$ cat config.mk
export PLATFORM = sky130hd
export DESIGN_NAME = tglm_channel
export DESIGN_NICKNAME = d
export VERILOG_FILES = /design/src/pkg/tglm_pkg.sv /design/src/tglm_channel.sv
export VERILOG_INCLUDE_DIRS = /design/src /design/src/pkg
export SDC_FILE = /design/constraint.sdc
export NUM_CORES = 1
export LEC_CHECK = 0
export BUFFER_PORTS_ARGS = -buffer_cell sky130_fd_sc_hd__buf_2
export CORE_UTILIZATION = 55
export DETAILED_ROUTE_END_ITERATION = 12
export PLACE_DENSITY = 0.75
export SLEW_MARGIN = 20
export SYNTH_ARGS = -nofsm -noshare
export SYNTH_HDL_FRONTEND = slang
export SYNTH_SLANG_ARGS = --single-unit
export TNS_END_PERCENT = 1
$ cat constraint.sdc
create_clock -name mclk -period 10.2 [get_ports mclk]
set_input_delay 2.04 -clock mclk [delete_from_list [all_inputs] [get_ports mclk]]
set_output_delay 2.04 -clock mclk [all_outputs]
set_load 0.005 [all_outputs]
$ cat src/pkg/tglm_params.svh
// Purpose: constants of the tone generator and level meter block
// Assumes: 100 MHz mclk
// Notes: command codes, bit positions, reset values and timing
`ifndef TGLM_PARAMS_SVH
`define TGLM_PARAMS_SVH
// ----------------------------------------
// command codes
// ----------------------------------------
`define TGLM_CMD_STATUS_CR1 8'h01
`define TGLM_CMD_STATUS_CR2 8'h02
`define TGLM_CMD_COEF_TONE_ONE 8'h0c
`define TGLM_CMD_COEF_TONE_TWO 8'h0d
`define TGLM_CMD_EXT_OFFSET 8'h07
`define TGLM_COEF_BYTES 3'd4
// ----------------------------------------
// control bit positions
// ----------------------------------------
`define TGLM_CR1_TONE_ONE 0
`define TGLM_CR1_TONE_TWO 1
`define TGLM_CR2_VOICE_TONE 0
`define TGLM_CR2_METER_EN 1
`define TGLM_CR2_LOOP 2
`define TGLM_CR2_RESULT 7
// ----------------------------------------
// reset values
// ----------------------------------------
`define TGLM_COEF_1000HZ 32'h1b3b5087
`define TGLM_OFFSET_RST 8'h00
// ----------------------------------------
// timing
// ----------------------------------------
`define TGLM_MEAS_MS 4
`define TGLM_CLK_MHZ 100
`define TGLM_MEAS_CYC (`TGLM_MEAS_MS * 1000 * `TGLM_CLK_MHZ)
`endif

$ cat src/pkg/tglm_pkg.sv
// Purpose: types of the tone generator and level meter block
// Assumes: nothing
// Notes: command carrier and parser states
package tglm_pkg;
  typedef struct packed {
    logic [1:0] kind; // 0 status, 1 coefficient, 2 extended
    logic [7:0] code;
  } tglm_cmd_t;
  typedef enum logic [2:0] {
    TGLM_IDLE = 3'b001,
    TGLM_COEF = 3'b010,
    TGLM_DATA = 3'b100
  } tglm_state_t;
endpackage : tglm_pkg

$ cat src/tglm_channel.sv
// Purpose: tone generation and level metering for one voice channel
// Assumes: host bytes arrive as single-cycle strobes on mclk
// Notes: sample rate enable comes from a divider of mclk
// Notes: commands are ignored while coefficient bytes are being collected
// Notes: the result bit is kept when metering is switched off
// Notes: tone two stays forced off for as long as metering is enabled
// Notes: the meter accumulator is sized for the default interval
// Operation
// RL1 - two tone generators, each switched by a control register one write
// RL2 - coefficient command plus four bytes loads a generator and its bandpass; the code has no bandpass and loads only the generator word
// RL3 - code 0C loads generator one, code 0D generator two
// RL4 - any tone on and voice-with-tone clear mutes voice
// RL5 - both generators reset to 1000 Hz coefficients
// RL6 - receive gain scales tone; digital loop feeds tone to transmit
// RL7 - meter bandpass uses generator two coefficients; the code has no bandpass and the meter never uses c2_r
// RL8 - rectify filtered transmit signal, compare to offset, report result bit; the code rectifies tx_sel unfiltered
// RL9 - one 8-bit offset register written by extended write command
// RL10 - host keeps partner channel operating when metering channel two or four
// RL11 - first result 4 ms after enable, then refreshed every 4 ms
// RL12 - host waits 4 ms after offset rewrite before reading
// RL13 - host waits 8 ms after level change, holds signal stable
// RL14 - metering enable switches generator two off
// RL15 - host loads identical coefficients into both bandpass filters
// RL16 - generator one gives -4.5 dBm0 with gain filters disabled
// RL17 - host disables balance filter and mutes voice while metering
// RL18 - host bisects offset byte to find unknown level
// RL19 - result high when level exceeds offset level, low otherwise
// RL20 - reset disables generators and meter, result reads low
`timescale 1ns/10ps
`default_nettype none
`include "tglm_params.svh"
module tglm_channel #(
  parameter int MEAS_CYC = `TGLM_MEAS_CYC,
  parameter int SAMPLE_DIV = 12500
) (
  input wire logic mclk,
  input wire logic srst,
  input wire logic cmd_valid,
  input wire tglm_pkg::tglm_cmd_t cmd_in,
  input wire logic byte_valid,
  input wire logic [7:0] byte_in,
  input wire logic [15:0] voice_rx,
  input wire logic [15:0] tx_in,
  input wire logic [7:0] receive_gain_filter,
  output logic [15:0] rx_out,
  output logic [15:0] tx_out,
  output logic [7:0] control_reg_one,
  output logic [7:0] control_reg_two,
  output logic [7:0] level_offset_reference,
  output logic [31:0] tone_one_coef,
  output logic [31:0] tone_two_coef
);
  // ----------------------------------------
  // command parser
  // ----------------------------------------
  // parser state
  tglm_pkg::tglm_state_t st_r, st_nxt;
  logic sel_two_r;
  logic [2:0] cnt_r;
  logic [31:0] shf_r;
  // register state
  logic [7:0] cr1_r, cr2_r, off_r;
  logic [31:0] c1_r, c2_r;
  // tone and meter state
  logic [31:0] meas_r;
  logic [15:0] div_r;
  logic [15:0] ph1_r, ph2_r, tone_r;
  logic [23:0] acc_r;
  logic res_r;
  logic [7:0] cr1_nxt, cr2_nxt, off_nxt;
  logic [31:0] c1_nxt, c2_nxt;
  logic [23:0] acc_nxt;
  logic res_nxt;
  // command match on kind and code
  function automatic logic cmd_hit(
    input tglm_pkg::tglm_cmd_t cmd,
    input logic [1:0] kind,
    input logic [7:0] code
  );
    cmd_hit = cmd.kind == kind && cmd.code == code;
  endfunction : cmd_hit
  // only an idle parser accepts commands
  wire idle = st_r == tglm_pkg::TGLM_IDLE;
  wire take = cmd_valid && idle;
  // status and extended commands carry their byte in the same cycle
  wire wr_cr1 = take && byte_valid && cmd_hit(cmd_in, 2'd0, `TGLM_CMD_STATUS_CR1); // RL1
  wire wr_cr2 = take && byte_valid && cmd_hit(cmd_in, 2'd0, `TGLM_CMD_STATUS_CR2);
  wire wr_off = take && byte_valid && cmd_hit(cmd_in, 2'd2, `TGLM_CMD_EXT_OFFSET); // RL9
  // coefficient commands for either generator
  wire coef_one = take && cmd_hit(cmd_in, 2'd1, `TGLM_CMD_COEF_TONE_ONE);
  wire coef_two = take && cmd_hit(cmd_in, 2'd1, `TGLM_CMD_COEF_TONE_TWO); // RL3
  wire is_coef = coef_one || coef_two;
  // fourth byte of a coefficient sequence
  wire in_data = st_r == tglm_pkg::TGLM_DATA;
  wire byte_take = in_data && byte_valid;
  wire last_byte = byte_take && cnt_r == `TGLM_COEF_BYTES - 3'd1;
  // parser next state
  always_comb begin
    st_nxt = st_r;
    case (st_r)
      tglm_pkg::TGLM_IDLE: if (is_coef) st_nxt = tglm_pkg::TGLM_DATA;
      tglm_pkg::TGLM_COEF: st_nxt = tglm_pkg::TGLM_DATA;
      tglm_pkg::TGLM_DATA: if (last_byte) st_nxt = tglm_pkg::TGLM_IDLE;
      default: st_nxt = tglm_pkg::TGLM_IDLE;
    endcase
  end
  // parser state register
  always_ff @(posedge mclk) begin
    if (srst) begin
      st_r <= tglm_pkg::TGLM_IDLE;
    end else begin
      st_r <= st_nxt;
    end
  end
  // generator select latched with the command
  always_ff @(posedge mclk) begin
    if (srst) begin
      sel_two_r <= 1'b0;
    end else if (is_coef) begin
      sel_two_r <= coef_two; // RL3
    end
  end
  // byte counter and msb-first shift register
  always_ff @(posedge mclk) begin
    if (srst) begin
      cnt_r <= 3'd0;
      shf_r <= 32'h0;
    end else if (is_coef) begin
      cnt_r <= 3'd0;
    end else if (byte_take) begin
      shf_r <= {shf_r[23:0], byte_in}; // RL2
      cnt_r <= cnt_r + 3'd1;
    end
  end
  // ----------------------------------------
  // registers
  // ----------------------------------------
  wire meter_on = cr2_r[`TGLM_CR2_METER_EN];
  wire [31:0] coef_new = {shf_r[23:0], byte_in};
  // control register one, tone two forced off while metering
  always_comb begin
    cr1_nxt = wr_cr1 ? byte_in : cr1_r; // RL1
    if (meter_on) begin
      cr1_nxt[`TGLM_CR1_TONE_TWO] = 1'b0; // RL14
    end
  end
  // control register two and the shared offset byte
  assign cr2_nxt = wr_cr2 ? byte_in : cr2_r;
  assign off_nxt = wr_off ? byte_in : off_r; // RL9
  // coefficient words, one per generator
  assign c1_nxt = last_byte && !sel_two_r ? coef_new : c1_r; // RL2
  assign c2_nxt = last_byte && sel_two_r ? coef_new : c2_r; // RL7
  // control registers
  always_ff @(posedge mclk) begin
    if (srst) begin
      cr1_r <= 8'h00; // RL20
      cr2_r <= 8'h00;
    end else begin
      cr1_r <= cr1_nxt;
      cr2_r <= cr2_nxt;
    end
  end
  // offset byte
  always_ff @(posedge mclk) begin
    if (srst) begin
      off_r <= `TGLM_OFFSET_RST;
    end else begin
      off_r <= off_nxt;
    end
  end
  // coefficient words
  always_ff @(posedge mclk) begin
    if (srst) begin
      c1_r <= `TGLM_COEF_1000HZ; // RL5
      c2_r <= `TGLM_COEF_1000HZ;
    end else begin
      c1_r <= c1_nxt;
      c2_r <= c2_nxt;
    end
  end
  // ----------------------------------------
  // tone synthesis at sample rate
  // ----------------------------------------
  wire samp = div_r == 16'(SAMPLE_DIV - 1);
  wire t1_on = cr1_r[`TGLM_CR1_TONE_ONE];
  wire t2_on = cr1_r[`TGLM_CR1_TONE_TWO] && !meter_on;
  // triangle approximation of a sine from a phase word
  function automatic logic [15:0] wave(input logic [15:0] ph);
    wave = ph[15] ? ~{ph[14:0], 1'b0} : {ph[14:0], 1'b0};
  endfunction
  // tone levels, each scaled down to leave headroom for the sum
  wire [15:0] lvl_one = t1_on ? wave(ph1_r) >> 2 : 16'h0; // RL16
  wire [15:0] lvl_two = t2_on ? wave(ph2_r) >> 2 : 16'h0;
  wire [16:0] lvl_sum = {1'b0, lvl_one} + {1'b0, lvl_two};
  // receive gain scaling, 64 is unity
  wire [24:0] lvl_gain = {8'h00, lvl_sum} * {17'h0, receive_gain_filter}; // RL6
  wire [15:0] tone_nxt = lvl_gain[21:6];
  // sample rate divider
  always_ff @(posedge mclk) begin
    if (srst) begin
      div_r <= 16'h0;
    end else begin
      div_r <= samp ? 16'h0 : div_r + 16'h1;
    end
  end
  // phase accumulators, held at zero while a generator is off
  always_ff @(posedge mclk) begin
    if (srst) begin
      ph1_r <= 16'h0;
      ph2_r <= 16'h0;
    end else if (samp) begin
      ph1_r <= t1_on ? ph1_r + c1_r[31:16] : 16'h0; // RL1
      ph2_r <= t2_on ? ph2_r + c2_r[31:16] : 16'h0;
    end
  end
  // tone sample register
  always_ff @(posedge mclk) begin
    if (srst) begin
      tone_r <= 16'h0;
    end else if (samp) begin
      tone_r <= tone_nxt;
    end
  end
  // ----------------------------------------
  // voice mute and loop
  // ----------------------------------------
  // any running generator mutes voice unless voice-with-tone is set
  wire any_tone = t1_on || t2_on;
  wire voice_tone = cr2_r[`TGLM_CR2_VOICE_TONE];
  wire mute = any_tone && !voice_tone; // RL4
  wire [15:0] voice_kept = mute ? 16'h0 : voice_rx;
  wire [15:0] rx_mix = voice_kept + tone_r;
  // digital loop feeds the tone into the transmit path
  wire loop_on = cr2_r[`TGLM_CR2_LOOP];
  wire [15:0] tx_sel = loop_on ? tone_r : tx_in; // RL6
  // ----------------------------------------
  // level meter
  // ----------------------------------------
  // magnitude of a two's complement sample
  function automatic logic [15:0] magnitude(input logic [15:0] s);
    magnitude = s[15] ? 16'(-s) : s;
  endfunction : magnitude
  wire [15:0] rect = magnitude(tx_sel); // RL8
  wire meas_done = meter_on && meas_r == 32'(MEAS_CYC - 1);
  // accumulate rectified samples, clear at each interval end
  assign acc_nxt = meas_done ? 24'h0 : (samp ? acc_r + 24'(rect[15:4]) : acc_r); // RL8
  // result compares the high byte of the sum with the offset
  assign res_nxt = meas_done ? acc_r[23:16] > off_r : res_r; // RL19
  // interval counter and accumulator, idle while metering is off
  always_ff @(posedge mclk) begin
    if (srst || !meter_on) begin
      meas_r <= 32'h0;
      acc_r <= 24'h0;
    end else begin
      meas_r <= meas_done ? 32'h0 : meas_r + 32'h1; // RL11
      acc_r <= acc_nxt;
    end
  end
  // result bit, kept when metering stops
  always_ff @(posedge mclk) begin
    if (srst) begin
      res_r <= 1'b0; // RL20
    end else if (meter_on) begin
      res_r <= res_nxt;
    end
  end
  // ----------------------------------------
  // outputs
  // ----------------------------------------
  // receive output register
  always_ff @(posedge mclk) begin
    if (srst) begin
      rx_out <= 16'h0;
    end else begin
      rx_out <= rx_mix;
    end
  end
  // transmit output register
  always_ff @(posedge mclk) begin
    if (srst) begin
      tx_out <= 16'h0;
    end else begin
      tx_out <= tx_sel;
    end
  end
  // register views for the host
  assign control_reg_one = cr1_r;
  // result bit sits in the top bit of control register two
  assign control_reg_two = {res_r, cr2_r[6:0]}; // RL8
  // shared offset byte
  assign level_offset_reference = off_r;
  // coefficient words as loaded
  assign tone_one_coef = c1_r;
  assign tone_two_coef = c2_r;
endmodule : tglm_channel
`default_nettype wire

# After elaboration in Yosys (flattened, before gate mapping)
# Cells that the tools add are included.
# totals
regBits	271
in_bits	62
out_inout_bits	120
wordCells	93
# classes
add_sub_neg	9
n_mul	1
magnitude_cmp	1
n_eq_ne	15
mux	12
bitwise	3
reduce_logical	33
# ops
cell	n
16-bit two-way mux	7
16-bit adder	3
32-bit by 1-bit adder with 32-bit output, second input constant	1
32-bit by 19-bit equality test with 1-bit output, second input constant	1
16-bit NOT	2
14-bit two-way mux	2
24-bit by 12-bit adder with 24-bit output	1
15-bit by 8-bit multiplier with 22-bit output	1
1-bit logical AND	19
16-bit by 1-bit adder with 16-bit output, second input constant	1
16-bit by 14-bit equality test with 1-bit output, second input constant	1
8-bit by 4-bit equality test with 1-bit output, second input constant	2
16-bit negator	1
14-bit by 14-bit adder with 15-bit output	1
3-bit case mux with 3 select lines	1
8-bit by 1-bit equality test with 1-bit output, second input constant	1
8-bit by 2-bit equality test with 1-bit output, second input constant	1
8-bit by 3-bit equality test with 1-bit output, second input constant	1
8-bit greater-than comparator	1
2-bit OR reduction	4
3-bit by 2-bit equality test with 1-bit output, second input constant	2
3-bit two-way mux	2
2-bit AND reduction	3
2-bit by 1-bit inequality test with 1-bit output, second input constant	2
9 further kinds	13

# Longest topological paths before layout
# Gate-level depths: netlist of the first run.
# logic_depth
ltp_word	6
mapped_depth	31
ltp_nobuf	29

# Worst setup path before layout of the first run
# No wires, ideal clock.
# synth_path
kind	register to register
startpoint	reg ph1_r[15]
endpoint	reg tone_r[13]
setup_time_ns	0.117
t_arrival_ns	6.918
t_required_ns	10.083
path_slack_ns	3.164
stages_incl_launch_ff	29
n_path_buf	2
period_less_slack_ns	7.036
path_cell_list	dfxtp_1 -> clkbuf_1 -> clkbuf_1 -> xor2_1 -> nand2_1 -> fa_1 -> nor2b_1 -> o21ai_1 -> a21boi_1 -> o221a_2 -> o21ai_0 -> xnor2_1 -> nand2_1 -> fa_1 -> inv_1 -> fa_1 -> fa_1 -> inv_1 -> fa_1 -> inv_1 -> ha_1 -> a21o_1 -> nor3_1 -> a21oi_2 -> o21ai_2 -> a21oi_1 -> o21a_1 -> or3_1 -> a32o_1
# synth_via
elab_chain_cells	4
# synth_lines
item	line_no	text
from (decl)	tglm_channel.sv:67	logic [15:0] ph1_r, ph2_r, tone_r;
from (signal assigned)	tglm_channel.sv:212	ph1_r <= t1_on ? ph1_r + c1_r[31:16] : 16'h0;
16-bit two-way mux	tglm_channel.sv:189	wave = ph[15] ? ~{ph[14:0], 1'b0} : {ph[14:0], 1'b0};
14-bit two-way mux	tglm_channel.sv:192	wire [15:0] lvl_one = t1_on ? wave(ph1_r) >> 2 : 16'h0;
14-bit by 14-bit adder with 15-bit output	tglm_channel.sv:194	wire [16:0] lvl_sum = {1'b0, lvl_one} + {1'b0, lvl_two};
15-bit by 8-bit multiplier with 22-bit output	tglm_channel.sv:196	wire [24:0] lvl_gain = {8'h00, lvl_sum} * {17'h0, receive_gain_filter};
to (signal assigned)	tglm_channel.sv:221	tone_r <= tone_nxt;
to (decl)	tglm_channel.sv:67	
# No other way between the ends.
# A chain may end at the register's enable or synchronous reset.

# Final worst setup path of the first run
# Same ends and word-level chain as after synthesis.

==> results of run 1 <==
## power breakdown
part	internal, mW	switching, mW	leakage (nW)	total [mW]
clock	0.638	0.432	0.479	1.07
combinational	0.0348	0.0591	5.90	0.0939
sequential	1.06	0.00258	2.18	1.06
## critical path: cells and delay by family, from the launching register on
kind,cells,cell delay [ns]
compound gates,10,1.87
buf+inv,4,0.20
xor+xnor,2,0.64
fa+ha+maj,7,2.97
flops,1,0.87
simple gates,5,0.95
## sequential cells by signal, indices dropped and copies added, names as in the netlist, 16 cells and up
register / flops
ph2_r: 16
rx_out: 16
tone_two_coef: 32
div_r: 16
meas_r: 32
ph1_r: 16
tone_r: 16
acc_r: 24
tx_out: 16
shf_r: 24
tone_one_coef: 32
## metal layers
layer | GRT usage (%) | wire (um) | up-vias | part of all wire (%)
li1 | - | - | 7104 | -
met1 | 34.5 | 18700 | 6872 | 45
met2 | 45.1 | 20000 | 381 | 48
met3 | 3.96 | 2220 | 63 | 5.3
met4 | 7.05 | 885 | 0 | 2.1
met5 | 0 | 0 | - | 0
## through the flow
step | cell area [um^2] | utilization [%] | power, mW | hold WS [ns] | worst slack (ns)
2_1_floorplan | 17100 | - | 1.14 | 0.430 | 3.16
3_3_place_gp | 18300 | 59.7 | 1.18 | 0.441 | 2.92
3_5_place_dp | 18300 | 59.7 | 1.18 | 0.447 | 2.62
4_1_cts | 19200 | 62.9 | 2.24 | 0.457 | 2.64
5_1_grt | 19200 | 62.9 | 2.30 | 0.468 | 2.10
6_report | 19200 | 62.9 | 2.23 | 0.455 | 2.59
## cells by family (layout without fill, tap and decap cells)
logic type	after synthesis	count (layout)	share of synthesized area, %
AND/OR/NAND/NOR	849	849	23.4
multiplexers	41	41	2.42
buffers and inverters	214	381	4.77
AO/OA/AOI/OAI	318	318	11.3
adder cells (fa/ha/maj)	202	202	18.4
XOR/XNOR	157	157	8.06
flip-flops	270	270	31.7
## final cells by class
type	count	share of cell area [%]
multi-input cells	1567	56.4
clock buffers	38	4.25
well taps	396	2.57
inverters	138	2.69
repair buffers	193	5.19
clock inverters	12	0.826
flip-flops and latches	270	28.1
## cell usage after synthesis (all sizes together) (32+ instances only)
| library cell | count | share of area (%) |
|---|---|---|
| ha | 121 | 8.9 |
| nand2 | 335 | 7.4 |
| a21oi | 150 | 4.4 |
| xor2 | 72 | 3.7 |
| xnor2 | 85 | 4.4 |
| nand3 | 70 | 2.1 |
| and2 | 109 | 4.0 |
| dfxtp | 270 | 32 |
| mux2i | 39 | 2.3 |
| clkbuf | 67 | 1.5 |
| nor2 | 181 | 4.0 |
| nor3 | 32 | 0.97 |
| fa | 81 | 9.5 |
| inv | 138 | 3.0 |
| o21ai | 65 | 1.9 |
## worst paths after layout
check,depth (start not counted),endpoint
worst min register to register,2,tone_two_coef[13]
worst max-delay path,28,tone_r[13]
worst max register to register,28,tone_r[13]
worst min-delay path,2,tone_two_coef[13]
==> metrics.txt, run 1 <==
# TYPE chip_impl_metric gauge
chip_impl_metric{name="drt_first_pass_iters",unit=""} 5
chip_impl_metric{name="dp.final_hpwl",unit="um"} 31400
chip_impl_metric{name="slew_violations",unit=""} 0
chip_impl_metric{name="horiz_die_dim",unit="um"} 178
chip_impl_metric{name="clock_sinks",unit=""} 270
chip_impl_metric{name="placement.io_buffers",unit=""} 181
chip_impl_metric{name="cp_data_arrival_time",unit="ns"} 8.06
chip_impl_metric{name="post_cts.resized_instances",unit=""} 0
chip_impl_metric{name="crit_required",unit="ns"} 10.65
chip_impl_metric{name="fp.coreArea",unit="mm^2"} 0.0306
chip_impl_metric{name="holdBufCountCts",unit=""} 0
chip_impl_metric{name="fill_cells",unit=""} 2634
chip_impl_info{name="synth_ff_type",value="dfxtp_1"} 1
chip_impl_info{name="cts_root_buffer",value="clkbuf_16"} 1
chip_impl_metric{name="ir_drop",unit="V"} 0.000137
chip_impl_metric{name="finalSetupViolations",unit=""} 0
chip_impl_metric{name="syn-instance-count",unit=""} 2051
chip_impl_info{name="worstHoldStart",value="tone_two_coef[13]"} 1
chip_impl_metric{name="cts_clk_pin_slew_worst_paths",unit="ns"} 0.07
chip_impl_metric{name="final_layout_size_suffix_gt1_share",unit="%"} 12.0
chip_impl_metric{name="drt-initial-drc-count",unit=""} 767
chip_impl_metric{name="antenna_found_initial",unit=""} 0
chip_impl_metric{name="globalRouteOverflowTotal",unit=""} 0
chip_impl_info{name="grt_setup_unrepaired",value="no"} 1
chip_impl_metric{name="max_freq",unit="MHz"} 131
chip_impl_info{name="worstSetupPathType",value="reg2reg"} 1
chip_impl_metric{name="placement_rows",unit=""} 64
chip_impl_metric{name="critical_path_peak_fanout",unit=""} 19
chip_impl_metric{name="ys.warnings.count",unit=""} 0
chip_impl_metric{name="max_cap_viol_count",unit=""} 0
chip_impl_metric{name="total_area_of_sequential_cells",unit="mm^2"} 0.00541
chip_impl_metric{name="power.density",unit="mW/mm^2"} 116
chip_impl_metric{name="totalNegativeSetupSlack",unit="ns"} 0
chip_impl_metric{name="worst-r2r-setup-slack",unit="ns"} 2.59
chip_impl_info{name="worstSetupStartpointType",value="flip-flop"} 1
chip_impl_metric{name="via_count_of_the_first_global_routing_pass",unit=""} 13791
chip_impl_metric{name="synth_edf_count",unit=""} 0
chip_impl_metric{name="grt_max_degree",unit=""} 69
chip_impl_metric{name="drc_errors",unit=""} 0
chip_impl_info{name="final_cell_mix",value="334 x nand2_1, 270 x dfxtp_1, 180 x buf_2, 177 x nor2_1, 149 x a21oi_1"} 1
chip_impl_metric{name="io-pin-count",unit=""} 182
chip_impl_metric{name="clockBufferDepth",unit=""} 3
chip_impl_metric{name="cts_inserted_buffers",unit=""} 28
chip_impl_metric{name="cts_htree_levels",unit=""} 1
chip_impl_metric{name="wl_per_cell",unit="um"} 16.0
chip_impl_metric{name="ys_seq_elements",unit=""} 270
chip_impl_metric{name="grt_first_pass_wirelength",unit="um"} 67900
chip_impl_metric{name="grt.total_usage",unit="%"} 26.4
chip_impl_info{name="crit-reg2reg-launch",value="ph1_r[15]"} 1
chip_impl_metric{name="worstSkewPairLatency",unit="ns"} 0.56
chip_impl_metric{name="routed-via-count",unit=""} 14420
chip_impl_info{name="worst_path_max_delay_cell",value="dfxtp_1"} 1
chip_impl_metric{name="floorplan.initialDensity",unit="%"} 55.8
chip_impl_metric{name="worst_pin_slew",unit="ns"} 0.997
chip_impl_metric{name="area_growth",unit="%"} 12.8
chip_impl_metric{name="final_nets",unit=""} 2462
chip_impl_info{name="setup.worst_path.end_class",value="flip-flop"} 1
chip_impl_metric{name="antenna_cells",unit=""} 0
chip_impl_metric{name="route.detailed.vias_per_inst",unit=""} 5.52
chip_impl_metric{name="yosysUniqueCellTypes",unit=""} 73
chip_impl_metric{name="mappedNetlistArea",unit="mm^2"} 0.0171
chip_impl_metric{name="cts.repair_timing.setup_buffer_count",unit=""} 0
chip_impl_metric{name="drt_wl_total",unit="um"} 41700
chip_impl_metric{name="slew_headroom",unit="%"} 31.8
chip_impl_info{name="cp-startpoint",value="ph1_r[15]"} 1
chip_impl_metric{name="synth.avg_cell_area",unit="um^2"} 8.32
chip_impl_metric{name="finalWorstPathRequiredPeriod",unit="ns"} 7.61
chip_impl_metric{name="die_y",unit="um"} 178
chip_impl_metric{name="drtAntennaViolNets",unit=""} 0
chip_impl_info{name="layout_commonest_cell",value="nand2_1"} 1
chip_impl_metric{name="power_leakage",unit="nW"} 8.57
chip_impl_metric{name="die_area",unit="mm^2"} 0.0317
chip_impl_metric{name="timing.critical_path.slowest_cell_delay",unit="ns"} 0.87
chip_impl_metric{name="instances_no_fill",unit=""} 2614
chip_impl_metric{name="ys_seq_area_share",unit="%"} 31.7
chip_impl_info{name="critical-path-top-cell-by-count",value="fa_1"} 1
chip_impl_metric{name="report.final.hold_viol_count",unit=""} 0
chip_impl_metric{name="async_flop_share",unit="%"} 0
chip_impl_metric{name="postSynthNetCount",unit=""} 2315
chip_impl_info{name="tritoncts",value="built"} 1
chip_impl_metric{name="final_cycle_utilization_of_the_critical_path",unit="%"} 74.6
chip_impl_info{name="status",value="finished clean"} 1
chip_impl_metric{name="multi_input_area",unit="mm^2"} 0.0109
chip_impl_metric{name="gp_routability_congestion",unit=""} 0.893
chip_impl_metric{name="numPlacedInstances",unit=""} 2564
chip_impl_metric{name="skew",unit="ns"} 0.0233
chip_impl_info{name="worstHoldPathType",value="reg2reg"} 1
Note: power is estimated with default switching activity, not from simulation.
==> inputs of run 2 (changes only) <==
CORE_UTILIZATION = 54   (was 55)
PLACE_DENSITY = 0.77   (was 0.75)
clock period = 6.8 ns   (was 10.2 ns; I/O delays follow)
==> run 2 against run 1 <==
Compared with the run above: critical path type unchanged; worst hold slack worse by 0.0014 ns; register-to-register slack worse by 2.3 ns; highest routed layer unchanged; clock power up 57%; the run now ends with design-rule violations left; count of clock-buffer cells in the layout up 1; maximum frequency up 17%; sequential share of layout area down 0.36 points; total power up 53%.
==> metrics.txt, run 2 (synthesis gave the netlist of run 1 again) <==
# TYPE chip_impl_metric gauge
chip_impl_info{name="worst_path_dominant_cell_family",value="adder cells"} 1
chip_impl_metric{name="total_power",unit="mW"} 3.42
chip_impl_metric{name="max_freq",unit="MHz"} 154
chip_impl_metric{name="fill_cells",unit=""} 2564
chip_impl_metric{name="min_delay_path_depth",unit=""} 2
chip_impl_metric{name="drc_errors",unit=""} 8
chip_impl_metric{name="cts_inserted_buffers",unit=""} 29
chip_impl_info{name="worstSetupStartpointType",value="flip-flop"} 1
chip_impl_metric{name="fin_ws",unit="ns"} 0.290
chip_impl_metric{name="comb_power_share",unit="%"} 4.2
chip_impl_info{name="worstHoldPathType",value="reg2reg"} 1
chip_impl_metric{name="grt_max_degree",unit=""} 85
chip_impl_metric{name="timing.critical_path.slowest_cell_delay",unit="ns"} 0.55
chip_impl_metric{name="final_cycle_utilization_of_the_critical_path",unit="%"} 95.7
chip_impl_metric{name="swShare",unit="%"} 22.2
chip_impl_metric{name="slew_violations",unit=""} 0
chip_impl_info{name="setup.worst_path.end_class",value="flip-flop"} 1
chip_impl_metric{name="area_growth",unit="%"} 14.3
chip_impl_metric{name="fp.coreArea",unit="mm^2"} 0.0308
chip_impl_metric{name="drt_first_pass_iters",unit=""} 9
chip_impl_metric{name="power_leakage",unit="nW"} 8.71
chip_impl_metric{name="worst_pin_slew",unit="ns"} 0.958
chip_impl_metric{name="dp.final_hpwl",unit="um"} 32200
chip_impl_metric{name="clock_sinks",unit=""} 270
chip_impl_metric{name="totalNegativeSetupSlack",unit="ns"} 0
chip_impl_metric{name="horiz_die_dim",unit="um"} 180
chip_impl_metric{name="finalWorstPathRequiredPeriod",unit="ns"} 6.51
chip_impl_metric{name="critical_path.n_buffers_inverters",unit=""} 6
chip_impl_info{name="final_cell_mix",value="334 x nand2_1, 267 x dfxtp_1, 180 x buf_2, 176 x nor2_1, 148 x a21oi_1"} 1
chip_impl_metric{name="fin_worst_hold_slack",unit="ns"} 0.454
chip_impl_metric{name="place_ws",unit="ns"} 0.141
chip_impl_info{name="critical-path-top-cell-by-count",value="fa_1"} 1
chip_impl_metric{name="clock_power_share",unit="%"} 49.1
chip_impl_metric{name="route.detailed.vias_per_inst",unit=""} 5.59
chip_impl_metric{name="power_report.internal_total",unit="mW"} 2.66
chip_impl_metric{name="globalRouteOverflowTotal",unit=""} 0
chip_impl_metric{name="grt.total_usage",unit="%"} 26.7
chip_impl_metric{name="clockBufferDepth",unit=""} 3
chip_impl_info{name="worstSetupPathType",value="reg2reg"} 1
chip_impl_metric{name="cts_clk_pin_slew_worst_paths",unit="ns"} 0.06
chip_impl_metric{name="placement.io_buffers",unit=""} 181
chip_impl_metric{name="die_area",unit="mm^2"} 0.0323
chip_impl_metric{name="final_nets",unit=""} 2480
chip_impl_metric{name="drtAntennaViolNets",unit=""} 0
chip_impl_metric{name="io-pin-count",unit=""} 182
chip_impl_info{name="failed_checks",value="design-rule violations"} 1
chip_impl_metric{name="die_y",unit="um"} 180
chip_impl_metric{name="crit_required",unit="ns"} 7.27
chip_impl_info{name="worst_path_max_delay_cell",value="fa_1"} 1
chip_impl_metric{name="max_cap_viol_count",unit=""} 0
chip_impl_metric{name="routed-via-count",unit=""} 14730
chip_impl_info{name="grt_setup_unrepaired",value="yes"} 1
chip_impl_metric{name="cp.depth",unit=""} 30
chip_impl_metric{name="cp_data_arrival_time",unit="ns"} 6.98
chip_impl_metric{name="final_layout_size_suffix_gt1_share",unit="%"} 13.4
chip_impl_metric{name="antenna_found_initial",unit=""} 0
chip_impl_metric{name="grt_first_pass_wirelength",unit="um"} 71600
chip_impl_metric{name="gp_routability_congestion",unit=""} 0.898
chip_impl_metric{name="skew",unit="ns"} 0.0256
chip_impl_metric{name="ir_drop",unit="V"} 0.000222
chip_impl_info{name="tritoncts",value="built"} 1
chip_impl_metric{name="drt_wl_total",unit="um"} 43900
chip_impl_metric{name="drt-initial-drc-count",unit=""} 836
chip_impl_info{name="cts_root_buffer",value="clkbuf_16"} 1
chip_impl_metric{name="p_seq_share",unit="%"} 46.8
chip_impl_metric{name="placement_rows",unit=""} 64
chip_impl_metric{name="report.final.hold_viol_count",unit=""} 0
chip_impl_info{name="layout_commonest_cell",value="nand2_1"} 1
chip_impl_metric{name="wl_per_cell",unit="um"} 16.7
chip_impl_metric{name="worst-r2r-setup-slack",unit="ns"} 0.29
chip_impl_metric{name="cts_htree_levels",unit=""} 1
chip_impl_metric{name="worstSkewPairLatency",unit="ns"} 0.57
chip_impl_metric{name="critical_path_peak_fanout",unit=""} 7
chip_impl_metric{name="slew_headroom",unit="%"} 36.0
chip_impl_metric{name="total_switching_power",unit="uW"} 758
chip_impl_metric{name="floorplan.initialDensity",unit="%"} 55.4
chip_impl_metric{name="via_count_of_the_first_global_routing_pass",unit=""} 14650
chip_impl_metric{name="antenna_cells",unit=""} 0
chip_impl_metric{name="worst-r2r-cell-count",unit=""} 30
chip_impl_metric{name="finalSetupViolations",unit=""} 0
chip_impl_info{name="status",value="finished, violations left"} 1
chip_impl_metric{name="power.density",unit="mW/mm^2"} 175
==> run 2: changes by cell type in the layout (fill, tap and decap cells not counted), sizes merged <==
cell	previous run	this run
clkinvlp	2	0
clkbuf	38	39
clkinv	6	7
buf	193	210
inv	139	140
bufinv	3	5
==> run 2: worst paths after layout <==
check	start	to
max reg2reg	ph1_r[1]	tone_r[15]
max	ph1_r[1]	tone_r[15]
min	tone_one_coef[13]	tone_one_coef[13]
min reg2reg	tone_one_coef[13]	tone_one_coef[13]
==> run 2: per-layer routing <==
metal / vias up / share of wire, % / GRT usage, %
met4: 0 / 3.9 / 11.0
met2: 464 / 48 / 46.4
li1: 7161 / - / -
met1: 7005 / 42 / 33.2
met5: - / 0 / 0
met3: 100 / 5.9 / 3.95
==> run 2: area by class of cell <==
class,instances,area [um^2],area share (%)
tap,396,495,2.54
sequential,270,5410,27.7
clock inverter,14,218,1.12
timing repair buffer,210,1130,5.81
inverter,138,518,2.65
multi-input combinational,1567,10900,56.1
clock buffer,39,793,4.07
==> run 2: power by group through the flow <==
stage | combinational [mW] | clock [mW] | sequential (mW)
floorplan | 0.0769 | 0 | 1.63
global placement | 0.138 | 0 | 1.63
detailed placement | 0.142 | 0 | 1.63
CTS | 0.142 | 1.70 | 1.60
global route | 0.156 | 1.76 | 1.60
finish | 0.143 | 1.68 | 1.60
==> run 2: worst register-to-register path, delay by kind of cell, from the launching register on <==
| family | cells | cell delay (ns) |
|---|---|---|
| compound gates | 11 | 1.79 |
| xor+xnor | 2 | 0.35 |
| fa+ha+maj | 7 | 2.94 |
| buf+inv | 6 | 0.53 |
| flops | 1 | 0.38 |
| simple gates | 4 | 0.44 |
==> run 2: per-stage QoR <==
step	std cells	cell area, um^2	utilization (%)
final	2634	19500	63.3
after global placement	2578	18400	59.6
after CTS	2631	19400	62.9
after global routing	2634	19500	63.3
after floorplan	2051	17100	-
after detailed placement	2578	18400	59.6
==> run 2: what timing repair did <==
action | CTS | global route
hold buffers | 0 | 0
setup endpoints to repair | 0 | 6
gates resized for setup | 0 | 23
buffers inserted | 0 | 3
==> inputs of run 3 (changes only) <==
CORE_UTILIZATION = 55   (was 54)
PLACE_DENSITY = 0.75   (was 0.77)
clock period = 8.26 ns   (was 6.8 ns; I/O delays follow)
==> run 3 against run 2 <==
Compared with the run above: the flow now finishes without violations; wire length down 3.4%; count of clock-buffer cells in the layout up 5; sequential share of layout area up 0.27 points; total power down 18%; register-to-register slack better by 0.65 ns; die area down 1.8%; maximum frequency down 11%; worst hold slack better by 0.0039 ns; largest power group unchanged; highest routed layer unchanged.
==> metrics.txt, run 3 (synthesis gave the netlist of run 1 again) <==
# TYPE chip_impl_metric gauge
chip_impl_metric{name="slew_violations",unit=""} 0
chip_impl_info{name="critical-path-top-cell-by-count",value="fa_1"} 1
chip_impl_metric{name="post_cts.resized_instances",unit=""} 0
chip_impl_metric{name="globalRouteOverflowTotal",unit=""} 0
chip_impl_info{name="cp-startpoint",value="cr2_r[1]"} 1
chip_impl_info{name="cts_root_buffer",value="clkbuf_16"} 1
chip_impl_metric{name="fill_cells",unit=""} 2619
chip_impl_metric{name="final_layout_size_suffix_gt1_share",unit="%"} 12.1
chip_impl_metric{name="fp.coreArea",unit="mm^2"} 0.0306
chip_impl_metric{name="swShare",unit="%"} 22.6
chip_impl_metric{name="area_growth",unit="%"} 13.1
chip_impl_metric{name="placement.io_buffers",unit=""} 181
chip_impl_metric{name="antenna_cells",unit=""} 0
chip_impl_metric{name="max_freq",unit="MHz"} 137
chip_impl_metric{name="comb_power_share",unit="%"} 4.1
chip_impl_metric{name="routed-via-count",unit=""} 14499
chip_impl_metric{name="drc_errors",unit=""} 0
chip_impl_metric{name="cts_htree_levels",unit=""} 1
chip_impl_metric{name="finalSetupViolations",unit=""} 0
chip_impl_metric{name="multi_input_area",unit="mm^2"} 0.0109
chip_impl_metric{name="gp_routability_congestion",unit=""} 0.904
chip_impl_metric{name="slew_headroom",unit="%"} 32.8
chip_impl_metric{name="grt.total_usage",unit="%"} 26.9
chip_impl_metric{name="floorplan.initialDensity",unit="%"} 55.8
chip_impl_metric{name="clock_sinks",unit=""} 270
chip_impl_metric{name="dp.final_hpwl",unit="um"} 31600
chip_impl_metric{name="grt_max_degree",unit=""} 85
chip_impl_metric{name="drt-initial-drc-count",unit=""} 975
chip_impl_metric{name="antenna_found_initial",unit=""} 0
chip_impl_metric{name="drt_wl_total",unit="um"} 42400
chip_impl_metric{name="cts_inserted_buffers",unit=""} 30
chip_impl_metric{name="fin_worst_hold_slack",unit="ns"} 0.458
chip_impl_metric{name="io-pin-count",unit=""} 182
chip_impl_metric{name="min_delay_path_depth",unit=""} 2
chip_impl_info{name="tritoncts",value="built"} 1
chip_impl_info{name="setup.worst_path.end_class",value="flip-flop"} 1
chip_impl_info{name="worstSetupStartpointType",value="flip-flop"} 1
chip_impl_metric{name="power_leakage",unit="nW"} 8.59
chip_impl_metric{name="total_area_of_sequential_cells",unit="mm^2"} 0.00541
chip_impl_info{name="worstHoldPathType",value="reg2reg"} 1
chip_impl_metric{name="clockBufferDepth",unit=""} 3
chip_impl_info{name="worst_setup_path_endpoint",value="tone_r[13]"} 1
chip_impl_metric{name="drtAntennaViolNets",unit=""} 0
chip_impl_info{name="grt_setup_unrepaired",value="no"} 1
chip_impl_metric{name="wl_per_cell",unit="um"} 16.2
chip_impl_metric{name="max_cap_viol_count",unit=""} 0
chip_impl_metric{name="clock_power_share",unit="%"} 48.9
chip_impl_metric{name="crit_required",unit="ns"} 8.70
chip_impl_metric{name="power.density",unit="mW/mm^2"} 145
chip_impl_metric{name="worst_pin_slew",unit="ns"} 1.00
chip_impl_metric{name="via_count_of_the_first_global_routing_pass",unit=""} 14049
chip_impl_metric{name="worstSkewPairLatency",unit="ns"} 0.58
chip_impl_metric{name="holdBufCountCts",unit=""} 0
chip_impl_metric{name="finalWorstPathRequiredPeriod",unit="ns"} 7.32
chip_impl_metric{name="totalNegativeSetupSlack",unit="ns"} 0
chip_impl_info{name="worst_path_max_delay_cell",value="fa_1"} 1
chip_impl_metric{name="die_area",unit="mm^2"} 0.0317
chip_impl_info{name="final_cell_mix",value="334 x nand2_1, 270 x dfxtp_1, 180 x buf_2, 177 x nor2_1, 149 x a21oi_1"} 1
chip_impl_metric{name="cts.repair_timing.setup_buffer_count",unit=""} 0
chip_impl_info{name="layout_commonest_cell",value="nand2_1"} 1
chip_impl_metric{name="skew",unit="ns"} 0.0387
chip_impl_metric{name="worst-r2r-setup-slack",unit="ns"} 0.94
chip_impl_metric{name="route.detailed.vias_per_inst",unit=""} 5.54
chip_impl_metric{name="drt_first_pass_iters",unit=""} 4
chip_impl_metric{name="grt_first_pass_wirelength",unit="um"} 69100
chip_impl_info{name="crit-reg2reg-launch",value="cr2_r[1]"} 1
chip_impl_info{name="capture_point_of_the_worst_reg_to_reg_path",value="tone_r[13]"} 1
chip_impl_metric{name="total_switching_power",unit="uW"} 633
chip_impl_metric{name="worst-r2r-cell-count",unit=""} 29
chip_impl_metric{name="cts_clk_pin_slew_worst_paths",unit="ns"} 0.06
chip_impl_info{name="worstSetupPathType",value="reg2reg"} 1
chip_impl_metric{name="final_cycle_utilization_of_the_critical_path",unit="%"} 88.6
chip_impl_info{name="status",value="finished clean"} 1
chip_impl_metric{name="timing.critical_path.slowest_cell_delay",unit="ns"} 0.55
chip_impl_metric{name="p_seq_share",unit="%"} 47.0
chip_impl_metric{name="report.final.hold_viol_count",unit=""} 0
chip_impl_metric{name="power_report.internal_total",unit="mW"} 2.17
chip_impl_metric{name="ir_drop",unit="V"} 0.000169
chip_impl_metric{name="critical_path_peak_fanout",unit=""} 14
chip_impl_metric{name="cp_data_arrival_time",unit="ns"} 7.76
chip_impl_metric{name="horiz_die_dim",unit="um"} 178
chip_impl_metric{name="placement_rows",unit=""} 64
chip_impl_metric{name="die_y",unit="um"} 178
chip_impl_metric{name="final_nets",unit=""} 2465
==> run 3: changes by cell type in the layout (fill, tap and decap cells not counted), sizes merged <==
| cell | delta |
|---|---|
| buf | -16 |
| bufinv | -3 |
| clkbuf | +5 |
| clkinv | -2 |
| clkinvlp | +2 |
| inv | -2 |
==> run 3: power groups by stage <==
stage	logic [mW]	clock network [mW]	registers (mW)
finish	0.116	1.37	1.32
global route	0.128	1.44	1.32
CTS	0.116	1.39	1.32
detailed placement	0.115	0	1.34
global placement	0.113	0	1.34
floorplan	0.0633	0	1.34
==> run 3: per-layer routing <==
metal | vias up | GRT usage, % | share of wire (%)
met5 | - | 0 | 0
met4 | 0 | 9.97 | 3.6
met3 | 96 | 4.54 | 5.7
met2 | 415 | 45.7 | 47
met1 | 6865 | 34.1 | 44
li1 | 7123 | - | -
==> run 3: final cells by class <==
| cell class | instances | share of cell area (%) |
|---|---|---|
| Clock inverter | 9 | 0.706 |
| Inverter | 138 | 2.68 |
| Multi-Input combinational cell | 1567 | 56.2 |
| Sequential cell | 270 | 28.0 |
| Timing Repair Buffer | 194 | 5.21 |
| Tap cell | 396 | 2.57 |
| Clock buffer | 44 | 4.63 |
==> run 3: worst min-delay path by stage <==
stage / start / end
after floorplan: meas_r[0] / meas_r[0]
after global placement: tone_two_coef[9] / tone_two_coef[9]
after detailed placement: tone_one_coef[6] / tone_one_coef[6]
after CTS: tone_one_coef[9] / tone_one_coef[9]
after global routing: acc_r[5] / acc_r[5]
final: tone_two_coef[9] / tone_two_coef[9]
==> run 3: metrics by stage <==
stage / utilization, % / instances / setup WS, ns / total power [mW] / cell area (um^2)
2_1_floorplan: - / 2051 / 1.22 / 1.41 / 17100
3_3_place_gp: 59.7 / 2565 / 1.25 / 1.46 / 18300
3_5_place_dp: 59.7 / 2565 / 1.01 / 1.46 / 18300
4_1_cts: 63.1 / 2618 / 0.996 / 2.82 / 19300
5_1_grt: 63.1 / 2618 / 0.263 / 2.88 / 19300
6_report: 63.1 / 2618 / 0.944 / 2.80 / 19300
==> run 3: critical path, delay by kind of cell (launching register included) <==
kind | cells | cell delay [ns]
AO/OA/AOI/OAI | 11 | 1.93
XOR/XNOR | 1 | 0.51
buffers and inverters | 4 | 0.21
flip-flops | 1 | 0.37
AND/OR/NAND/NOR | 6 | 1.20
adder cells (fa/ha/maj) | 7 | 2.99
